[src/hdl/acs_pkg.sv]
package acs_pkg;

   // ===========================================================
   // apb map (byte addresses, one aligned 32-bit word each)
   // ===========================================================
   localparam int ACS_ADDR_W = 8;
   localparam logic [ACS_ADDR_W-1:0] ACS_OFF_CSR = 8'h00;
   localparam logic [ACS_ADDR_W-1:0] ACS_OFF_TRIG = 8'h04;
   localparam logic [ACS_ADDR_W-1:0] ACS_OFF_RES0 = 8'h08;
   localparam logic [ACS_ADDR_W-1:0] ACS_OFF_RES3 = 8'h14;
   localparam logic [ACS_ADDR_W-1:0] ACS_OFF_IRQ_STAT = 8'h18;
   localparam logic [ACS_ADDR_W-1:0] ACS_OFF_IRQ_MASK = 8'h1C;
   localparam int ACS_WORD_LSB = 2;
   localparam logic [1:0] ACS_WORD_ALIGN = 2'h0;

   // ===========================================================
   // conversion control/status register fields
   // ===========================================================
   localparam int ACS_CSR_W = 8;
   localparam int ACS_CSR_FLAG = 7;
   localparam int ACS_CSR_IE = 6;
   localparam int ACS_CSR_START = 5;
   localparam int ACS_CSR_SCAN = 4;
   localparam int ACS_CSR_SPEED = 3;
   localparam int ACS_CSR_CHAN_LSB = 0;
   localparam int ACS_CSR_CHAN_W = 3;
   localparam logic [ACS_CSR_W-1:0] ACS_CSR_RESET = 8'h00;

   // external trigger control register: bit 7 enable, 6..4 and 1 read as one
   localparam int ACS_TRIG_EN = 7;
   localparam logic [ACS_CSR_W-1:0] ACS_TRIG_RO_ONES = 8'h72;
   localparam logic [ACS_CSR_W-1:0] ACS_TRIG_WR_MASK = 8'h8D;
   localparam logic [ACS_CSR_W-1:0] ACS_TRIG_RESET = 8'h00;

   // ===========================================================
   // interrupt status / mask layout
   // ===========================================================
   localparam int ACS_IRQ_W = 2;
   localparam int ACS_IRQ_CONV_END = 0;
   localparam int ACS_IRQ_EXT_START = 1;

   // ===========================================================
   // results
   // ===========================================================
   localparam int ACS_N_CH = 4;
   localparam int ACS_CH_W = 2;
   localparam int ACS_DATA_W = 10;
   localparam int ACS_RES_W = 16;
   localparam int ACS_RES_LSB = 6;
   localparam logic [ACS_RES_W-1:0] ACS_RES_RESET = 16'h0000;

   // ===========================================================
   // conversion timing, in states (one state is one pclk period)
   // ===========================================================
   localparam int ACS_CYC_PER_STATE = 1;
   localparam int ACS_CONV_STATES_SLOW = 134;
   localparam int ACS_CONV_STATES_FAST = 70;
   localparam int ACS_SCAN_STATES_SLOW = 128;
   localparam int ACS_SCAN_STATES_FAST = 66;
   localparam int ACS_CNT_W = 8;
   localparam logic [ACS_CNT_W-1:0] ACS_CONV_CYC_SLOW = ACS_CNT_W'(ACS_CONV_STATES_SLOW * ACS_CYC_PER_STATE);
   localparam logic [ACS_CNT_W-1:0] ACS_CONV_CYC_FAST = ACS_CNT_W'(ACS_CONV_STATES_FAST * ACS_CYC_PER_STATE);
   localparam logic [ACS_CNT_W-1:0] ACS_SCAN_CYC_SLOW = ACS_CNT_W'(ACS_SCAN_STATES_SLOW * ACS_CYC_PER_STATE);
   localparam logic [ACS_CNT_W-1:0] ACS_SCAN_CYC_FAST = ACS_CNT_W'(ACS_SCAN_STATES_FAST * ACS_CYC_PER_STATE);
   localparam logic [ACS_CNT_W-1:0] ACS_CNT_LAST = 8'h01;
   localparam logic [ACS_CNT_W-1:0] ACS_CNT_ZERO = 8'h00;

   // ===========================================================
   // types
   // ===========================================================
   typedef enum logic {ACS_IDLE, ACS_RUN} acs_phase_t;

   typedef struct packed {
      logic active;
      logic [ACS_CH_W-1:0] channel;
   } acs_sar_req_t;

   typedef struct packed {
      logic busy;
      logic [ACS_CNT_W-1:0] cnt;
   } acs_tmr_state_t;

   typedef struct packed {
      logic [ACS_N_CH-1:0][ACS_RES_W-1:0] res;
      logic [ACS_RES_W-1:0] rdata;
   } acs_mem_state_t;

   typedef struct packed {
      logic [ACS_CSR_W-1:0] csr;
      logic [ACS_CSR_W-1:0] trig;
      logic [ACS_IRQ_W-1:0] irq_stat;
      logic [ACS_IRQ_W-1:0] irq_mask;
      logic flag_armed;
      logic ack;
      logic [31:0] prdata;
      logic trig_prev;
      acs_phase_t phase;
      logic [ACS_CH_W-1:0] chan;
   } acs_ctrl_state_t;

endpackage

[src/hdl/acs_ctrl.sv]
// Contract
// single mode: conversion end sets end flag
// scan mode: flag set after whole group
// flag clears on write 0 after read 1
// end interrupt while flag and enable set
// writing start begins; reads 1 while converting
// single mode clears start when finished
// scan repeats until start cleared, reset, standby
// bit 4 selects single or scan mode
// bit 3 selects 134 or 70 states
// software clears start before changing speed
// single mode: field picks one input 0-3
// scan mode: field picks group from input 0
// results left-justified, low six bits zero
// each input has its own result register
// scan restarts at first channel automatically
// enabled trigger falling edge sets start bit
// channel values with top bit reserved
// reset clears register, stops, drops interrupt
//
// The placing of the registers and the APB interface to the registers are this design's own decisions.
`timescale 1ns/1ps
`default_nettype none

module acs_ctrl
   import acs_pkg::*;
(
   input wire logic pclk,
   input wire logic presetn,
   input wire logic psel,
   input wire logic penable,
   input wire logic pwrite,
   input wire logic [ACS_ADDR_W-1:0] paddr,
   input wire logic [31:0] pwdata,
   output logic pready,
   output logic [31:0] prdata,
   output logic pslverr,
   input wire logic ext_conv_trigger,
   input wire logic standby_req,
   input wire logic [ACS_DATA_W-1:0] sar_data,
   output acs_sar_req_t sar_req,
   output logic conv_end_irq,
   output logic irq
);

   acs_ctrl_state_t s_q;
   acs_ctrl_state_t s_d;

   logic tmr_start;
   logic [ACS_CNT_W-1:0] tmr_len;
   logic tmr_abort;
   logic tmr_done;
   logic mem_we;
   logic [ACS_CH_W-1:0] mem_raddr;
   logic [ACS_RES_W-1:0] mem_rdata;
   logic [ACS_ADDR_W-1:0] res_off;
   logic is_csr;
   logic is_trig;
   logic is_res;
   logic is_stat;
   logic is_mask;
   logic addr_ok;
   logic xfer_done;
   logic [ACS_CSR_CHAN_W-1:0] chan_field;
   logic [ACS_CH_W-1:0] chan_last;
   logic scan_mode;
   logic fast;

   // ===========================================================
   // address decode
   // ===========================================================
   assign res_off = paddr - ACS_OFF_RES0;
   assign mem_raddr = res_off[ACS_WORD_LSB +: ACS_CH_W];
   assign is_csr = (paddr == ACS_OFF_CSR);
   assign is_trig = (paddr == ACS_OFF_TRIG);
   assign is_res = (paddr >= ACS_OFF_RES0) && (paddr <= ACS_OFF_RES3)
                   && (paddr[ACS_WORD_LSB-1:0] == ACS_WORD_ALIGN);
   assign is_stat = (paddr == ACS_OFF_IRQ_STAT);
   assign is_mask = (paddr == ACS_OFF_IRQ_MASK);
   // result words are read-only, so a write to them is refused too
   assign addr_ok = is_csr || is_trig || is_stat || is_mask || (is_res && !pwrite);

   // one wait state: the result memory answers from a register
   assign pready = s_q.ack;
   assign xfer_done = psel && penable && s_q.ack;
   assign pslverr = s_q.ack && !addr_ok;
   assign prdata = s_q.prdata;

   // ===========================================================
   // mode fields
   // ===========================================================
   assign chan_field = s_q.csr[ACS_CSR_CHAN_LSB +: ACS_CSR_CHAN_W];
   // the top channel bit is ignored: reserved codes alias onto 000..011
   assign chan_last = chan_field[ACS_CH_W-1:0];
   assign scan_mode = s_q.csr[ACS_CSR_SCAN];
   assign fast = s_q.csr[ACS_CSR_SPEED];

   // ===========================================================
   // outputs to the converter and the interrupt controller
   // ===========================================================
   assign sar_req.active = (s_q.phase == ACS_RUN);
   assign sar_req.channel = s_q.chan;
   assign conv_end_irq = s_q.csr[ACS_CSR_FLAG] && s_q.csr[ACS_CSR_IE];
   assign irq = |(s_q.irq_stat & s_q.irq_mask);

   always_comb begin
      logic flag_set;
      logic trig_fall;
      s_d = s_q;
      flag_set = 1'b0;
      trig_fall = 1'b0;
      tmr_start = 1'b0;
      tmr_len = ACS_CONV_CYC_SLOW;
      tmr_abort = 1'b0;
      mem_we = 1'b0;

      // =========================================================
      // conversion sequencer
      // =========================================================
      case (s_q.phase)
         ACS_IDLE: begin
            if (s_q.csr[ACS_CSR_START]) begin
               tmr_start = 1'b1;
               tmr_len = fast ? ACS_CONV_CYC_FAST : ACS_CONV_CYC_SLOW;
               // scan groups always begin at input 0
               s_d.chan = scan_mode ? '0 : chan_last;
               s_d.phase = ACS_RUN;
            end
         end
         ACS_RUN: begin
            if (!s_q.csr[ACS_CSR_START]) begin
               tmr_abort = 1'b1;
               s_d.phase = ACS_IDLE;
            end else if (tmr_done) begin
               mem_we = 1'b1;
               if (!scan_mode) begin
                  flag_set = 1'b1;
                  s_d.csr[ACS_CSR_START] = 1'b0;
                  s_d.phase = ACS_IDLE;
               end else begin
                  // conversions after the first of a scan use the shorter scan length, 128 or 66 states by speed
                  tmr_start = 1'b1;
                  tmr_len = fast ? ACS_SCAN_CYC_FAST : ACS_SCAN_CYC_SLOW;
                  if (s_q.chan >= chan_last) begin
                     flag_set = 1'b1;
                     s_d.chan = '0;
                  end else begin
                     s_d.chan = s_q.chan + 1'b1;
                  end
               end
            end
         end
         default: begin
            s_d.phase = ACS_IDLE;
         end
      endcase

      // =========================================================
      // apb access
      // =========================================================
      s_d.ack = psel && penable && !s_q.ack;
      if (psel && penable && !s_q.ack) begin
         s_d.prdata = '0;
         if (!pwrite) begin
            if (is_csr) begin
               s_d.prdata[ACS_CSR_W-1:0] = s_q.csr;
            end else if (is_trig) begin
               s_d.prdata[ACS_CSR_W-1:0] = s_q.trig | ACS_TRIG_RO_ONES;
            end else if (is_res) begin
               s_d.prdata[ACS_RES_W-1:0] = mem_rdata;
            end else if (is_stat) begin
               s_d.prdata[ACS_IRQ_W-1:0] = s_q.irq_stat;
            end else if (is_mask) begin
               s_d.prdata[ACS_IRQ_W-1:0] = s_q.irq_mask;
            end
         end
      end
      if (xfer_done && !pwrite && is_csr && s_q.prdata[ACS_CSR_FLAG]) begin
         s_d.flag_armed = 1'b1;
      end
      if (xfer_done && pwrite) begin
         if (is_csr) begin
            // the flag cannot be set by software, only cleared after a read
            if (!pwdata[ACS_CSR_FLAG] && s_q.flag_armed) begin
               s_d.csr[ACS_CSR_FLAG] = 1'b0;
            end
            s_d.flag_armed = 1'b0;
            // speed is not locked while running; software stops first
            s_d.csr[ACS_CSR_FLAG-1:0] = pwdata[ACS_CSR_FLAG-1:0];
         end else if (is_trig) begin
            s_d.trig = pwdata[ACS_CSR_W-1:0] & ACS_TRIG_WR_MASK;
         end else if (is_stat) begin
            s_d.irq_stat = s_q.irq_stat & ~pwdata[ACS_IRQ_W-1:0];
         end else if (is_mask) begin
            s_d.irq_mask = pwdata[ACS_IRQ_W-1:0];
         end
      end

      // =========================================================
      // external trigger, flag and sticky events: sets win
      // =========================================================
      s_d.trig_prev = ext_conv_trigger;
      trig_fall = s_q.trig[ACS_TRIG_EN] && s_q.trig_prev && !ext_conv_trigger;
      if (trig_fall) begin
         s_d.csr[ACS_CSR_START] = 1'b1;
         s_d.irq_stat[ACS_IRQ_EXT_START] = 1'b1;
      end
      if (flag_set) begin
         s_d.csr[ACS_CSR_FLAG] = 1'b1;
         s_d.irq_stat[ACS_IRQ_CONV_END] = 1'b1;
      end

      // =========================================================
      // standby clears the register and halts any conversion
      // =========================================================
      if (standby_req) begin
         s_d.csr = ACS_CSR_RESET;
         s_d.flag_armed = 1'b0;
         s_d.phase = ACS_IDLE;
         tmr_start = 1'b0;
         tmr_abort = 1'b1;
         mem_we = 1'b0;
      end
   end

   always_ff @(posedge pclk or negedge presetn) begin
      if (!presetn) begin
         s_q <= '0;
         s_q.csr <= ACS_CSR_RESET;
         s_q.trig <= ACS_TRIG_RESET;
         s_q.phase <= ACS_IDLE;
      end else begin
         s_q <= s_d;
      end
   end

   // ===========================================================
   // submodules
   // ===========================================================
   acs_conv_timer u_timer (
      .pclk(pclk),
      .presetn(presetn),
      .start(tmr_start),
      .len(tmr_len),
      .abort(tmr_abort),
      .done(tmr_done)
   );

   acs_result_mem u_mem (
      .pclk(pclk),
      .presetn(presetn),
      .we(mem_we),
      .waddr(s_q.chan),
      .wdata(sar_data),
      .raddr(mem_raddr),
      .rdata(mem_rdata)
   );

endmodule // acs_ctrl

`default_nettype wire

[src/hdl/acs_conv_timer.sv]
`timescale 1ns/1ps
`default_nettype none

module acs_conv_timer
   import acs_pkg::*;
(
   input wire logic pclk,
   input wire logic presetn,
   input wire logic start,
   input wire logic [ACS_CNT_W-1:0] len,
   input wire logic abort,
   output logic done
);

   acs_tmr_state_t s_q;
   acs_tmr_state_t s_d;

   // done is the last counted state; a start in that cycle reloads at once
   assign done = s_q.busy && (s_q.cnt == ACS_CNT_LAST) && !abort;

   always_comb begin
      s_d = s_q;
      if (s_q.busy) begin
         s_d.cnt = s_q.cnt - ACS_CNT_LAST;
         if (s_q.cnt == ACS_CNT_LAST) begin
            s_d.busy = 1'b0;
         end
      end
      if (start) begin
         s_d.busy = 1'b1;
         s_d.cnt = len;
      end
      if (abort) begin
         s_d.busy = 1'b0;
         s_d.cnt = ACS_CNT_ZERO;
      end
   end

   always_ff @(posedge pclk or negedge presetn) begin
      if (!presetn) begin
         s_q <= '0;
      end else begin
         s_q <= s_d;
      end
   end

endmodule // acs_conv_timer

`default_nettype wire

[src/hdl/acs_result_mem.sv]
`timescale 1ns/1ps
`default_nettype none

module acs_result_mem
   import acs_pkg::*;
(
   input wire logic pclk,
   input wire logic presetn,
   input wire logic we,
   input wire logic [ACS_CH_W-1:0] waddr,
   input wire logic [ACS_DATA_W-1:0] wdata,
   input wire logic [ACS_CH_W-1:0] raddr,
   output logic [ACS_RES_W-1:0] rdata
);

   acs_mem_state_t s_q;
   acs_mem_state_t s_d;

   assign rdata = s_q.rdata;

   always_comb begin
      s_d = s_q;
      // ===========================================================
      // one result word per input, left-justified, low bits zero
      // ===========================================================
      for (int i = 0; i < ACS_N_CH; i++) begin
         if (we && (waddr == ACS_CH_W'(i))) begin
            s_d.res[i] = {wdata, {ACS_RES_LSB{1'b0}}};
         end
      end
      s_d.rdata = s_q.res[raddr];
   end

   always_ff @(posedge pclk or negedge presetn) begin
      if (!presetn) begin
         s_q <= '0;
      end else begin
         s_q <= s_d;
      end
   end

endmodule // acs_result_mem

`default_nettype wire

[config.mk]
export PLATFORM = sky130hd
export DESIGN_NAME = acs_ctrl
export DESIGN_NICKNAME = d
export VERILOG_FILES = /design/src/hdl/acs_pkg.sv /design/src/hdl/acs_ctrl.sv /design/src/hdl/acs_conv_timer.sv /design/src/hdl/acs_result_mem.sv
export SDC_FILE = /design/constraint.sdc
export NUM_CORES = 1
export LEC_CHECK = 0
export BUFFER_PORTS_ARGS = -buffer_cell sky130_fd_sc_hd__buf_2
export CAP_MARGIN = 5
export CORE_MARGIN = 1.5
export CORE_UTILIZATION = 45
export CTS_BUF_LIST = sky130_fd_sc_hd__clkbuf_4 sky130_fd_sc_hd__clkbuf_8
export CTS_CLUSTER_SIZE = 8
export DETAILED_ROUTE_END_ITERATION = 12
export GPL_ROUTABILITY_DRIVEN = 0
export PLACE_DENSITY = 0.67
export SLEW_MARGIN = 20
export SYNTH_ARGS = -nofsm -noshare
export SYNTH_HDL_FRONTEND = slang
export SYNTH_HIERARCHICAL = 1
export SYNTH_SLANG_ARGS = --single-unit
[constraint.sdc]
create_clock -name pclk -period 4.19 [get_ports pclk]
set_input_delay 0.2095 -clock pclk [delete_from_list [all_inputs] [get_ports pclk]]
set_output_delay 0.2095 -clock pclk [all_outputs]
set_load 0.05 [all_outputs]
==> flow_summary.yaml <==
floorplan:
  rows: 38
  core_area_mm2: 0.0109
  io_pins: 96
  start_util: 0.466
  die_w_um: 109
  die-area_mm2: 0.0119
  fp.dieH_um: 109
worst_setup_path:
  cpMaxStageDelayCell: "nor2_1"
  rrSetupSlack_ns: 0.72
  worstSetupStartpointType: "register"
  startpoint: "u_timer/s_q[4]"
  end_kind: "register"
  crit_path_max_incr_delay_ns: 0.65
  arrival_ns: 3.72
  timing.rr.end: "u_timer/s_q[6]"
  path_class: "reg2reg"
  crit_chain: "nor4_4 -> nand3_1 -> nor3_1 -> a21bo_2 -> nand2_1 -> nor2_1 -> inv_1 -> and4_1 -> a2111oi_2"
  cp-endpoint: "u_timer/s_q[6]"
  r2r_cells: 9
  cp_max_fo: 10
  worstPathRequired_ns: 4.44
  worstReg2RegStart: "u_timer/s_q[4]"
cells_and_area:
  layout.nets: 504
  syn2layout_area_growth_pct: 5.97
  insertedDiodeCount: 0
  drive_above_1_share: 0.344
  final_cells: 588
  fillers: 977
sta:
  rsz0062_at_grt: "no"
  fmax_mhz: 288
  tns_ns: 0
  relSlewSlack: 0.401
  finalHoldViolCount: 0
  worst_slew_pin_slew_ns: 0.895
  fin_crit_sh: 0.829
  setup_slack_ns: 0.718
  fin_worst_skew_ns: 0.00943
  post-route-min-period_ns: 3.47
  setup_viol: 0
  drv_slew: 0
clock_network:
  cts.htree.levels: 3
  cts_tree: "done"
  clockRootBuffer: "clkbuf_8"
  clkSinkCount: 97
  clock_latency_ns: 0.36
  cts_buffers: 9
  post_cts_buffers: 0
  clockBufferDepth: 2
  path_clk_slew_ns: 0.09
grt:
  grt_pass1_wl_um: 15900
  grt_antenna_before_repair: 0
  track_usage: 0.177
  grt.overflow.total: 0
  grt_pass1_vias: 3138
  grt_max_degree: 62
hold_path:
  hold_path.class: "in2reg"
  holdPathStages: 2
logic_synthesis:
  avgSynthCellArea_um2: 12.2
  synthArstFlopShare: 1.00
  yosysSeqAreaShare: 0.479
  ys.flop_type: "dfrtp_1"
  yosys-top-cells-count: "97 x dfrtp_1, 52 x buf_4, 28 x mux2_2"
  synth_warnings: 6
  synthMostInstantiatedCell: "dfrtp_1"
  synth_seq_cells: 97
  synth.largest_area_cell: "dfrtp_1"
  syn_inst: 417
  yosysTopAreaCellShare: 0.479
  syn-cell-area_mm2: 0.00507
  netlist_top_cells_area: "dfrtp_1 48%, buf_4 7.7%, mux2_2 6.2%, mux2_4 5.9%, mux4_2 4.4%"
  synth_cell_types: 60
  synth_enable_flop_cells: 0
flow_run:
  cap_violations: 0
routing:
  drt_iter0_markers: 148
  wl_per_cell_um: 16.6
  drtAntennaViolNets: 0
  routed-via-count: 3108
  routed_wl_um: 9790
  drt-pass1-iter-count: 4
  drc: 0
  vias_per_cell: 5.29
placed_design:
  io_buffers: 55
  place_ws_ns: 0.808
  dpl.cell_count: 570
  hpwl_um: 6810
power_and_ir_drop:
  power_mw: 1.71
  powerDensity_mw_per_mm2: 318
  ir_drop_v: 0.000201
  p_leak_nw: 2.64
outcome:
  status: "finished clean"
repair_timing:
item | 4_1_cts | 5_1_grt
resized for setup | 0 | 0
hold buffers | 2 | 0
endpoints found under the hold margin | 61 | 0
how the worst min path moves through the flow:
stage              start             to  slack, ns
2_1_floorplan    presetn  chan_field[0]      -0.09
3_3_place_gp     presetn  chan_field[2]       0.32
3_5_place_dp     presetn           fast       0.33
4_1_cts        pwdata[3]        s_q[45]       0.08
5_1_grt        pwdata[3]        s_q[45]        0.1
6_report       pwdata[3]        s_q[45]        0.1
worst max-delay path, delay by kind of cell (launching register included):
family / cells / cell delay, ns
AND/OR/NAND/NOR: 6 / 2.04
AO/OA/AOI/OAI: 2 / 0.51
flip-flops: 1 / 0.45
buffers and inverters: 1 / 0.37
stage by stage:
stage	util	hold slack, ns	cell area, um^2
2_1_floorplan	-	-0.0861	5160
3_3_place_gp	0.473	0.322	5150
3_5_place_dp	0.473	0.335	5150
4_1_cts	0.493	0.0834	5370
5_1_grt	0.493	0.0964	5370
6_report	0.493	0.0977	5370
kinds of logic after synthesis:
family,synth area share
flip-flops,0.479
buffers and inverters,0.114
AND/OR/NAND/NOR,0.102
AO/OA/AOI/OAI,0.103
multiplexers,0.184
adder cells (fa/ha/maj),0.00987
XOR/XNOR,0.00691
other,0.00148
final cells by class:
cell class	instances	area, um^2	area share
flip-flops and latches	97	2430	0.452
multi-input cells	253	2150	0.401
repair buffers	62	335	0.0624
well taps	140	175	0.0326
clock buffers	12	153	0.0284
inverters	20	75.1	0.0140
clock inverters	4	52.6	0.00978
state kept, by name (all words and copies together) (netlist names):
signal       cells
sar_req          3
prdata          16
s_q             14
fast             1
u_mem/rdata     10
u_mem/s_q       40
pready           1
chan_field       3
u_timer/s_q      9
routing by layer:
layer | wire [um] | vias up | share of wire | global-route usage
met4 | 70 | 0 | 0.0072 | 0.0536
li1 | - | 1471 | - | -
met1 | 4540 | 1555 | 0.46 | 0.244
met2 | 4790 | 76 | 0.49 | 0.284
met3 | 393 | 6 | 0.040 | 0.0335
met5 | 0 | - | 0 | 0
layout by cell type, fill, tap and decap left out, types with 4 or more instances in the layout:
cell	instances
clkbuf_8	10
a211oi_1	7
nand3_1	7
a22o_1	12
buf_2	54
nor2_1	19
nand4_1	4
mux2_4	20
dfrtp_1	97
inv_1	19
buf_4	6
mux2_2	28
ha_1	4
conb_1	26
nor2b_1	4
nand2_1	17
mux2i_1	9
o21ai_0	13
a21oi_1	14
mux4_2	10
power by group:
group	leakage, nW	switching, mW	total (mW)	internal, mW
combinational	1.20	0.108	0.140	0.0326
sequential	1.35	0.00435	0.943	0.939
clock	0.0957	0.316	0.622	0.306
total	2.64	0.428	1.71	1.28
No activity file was read; power rests on OpenSTA's default activity.
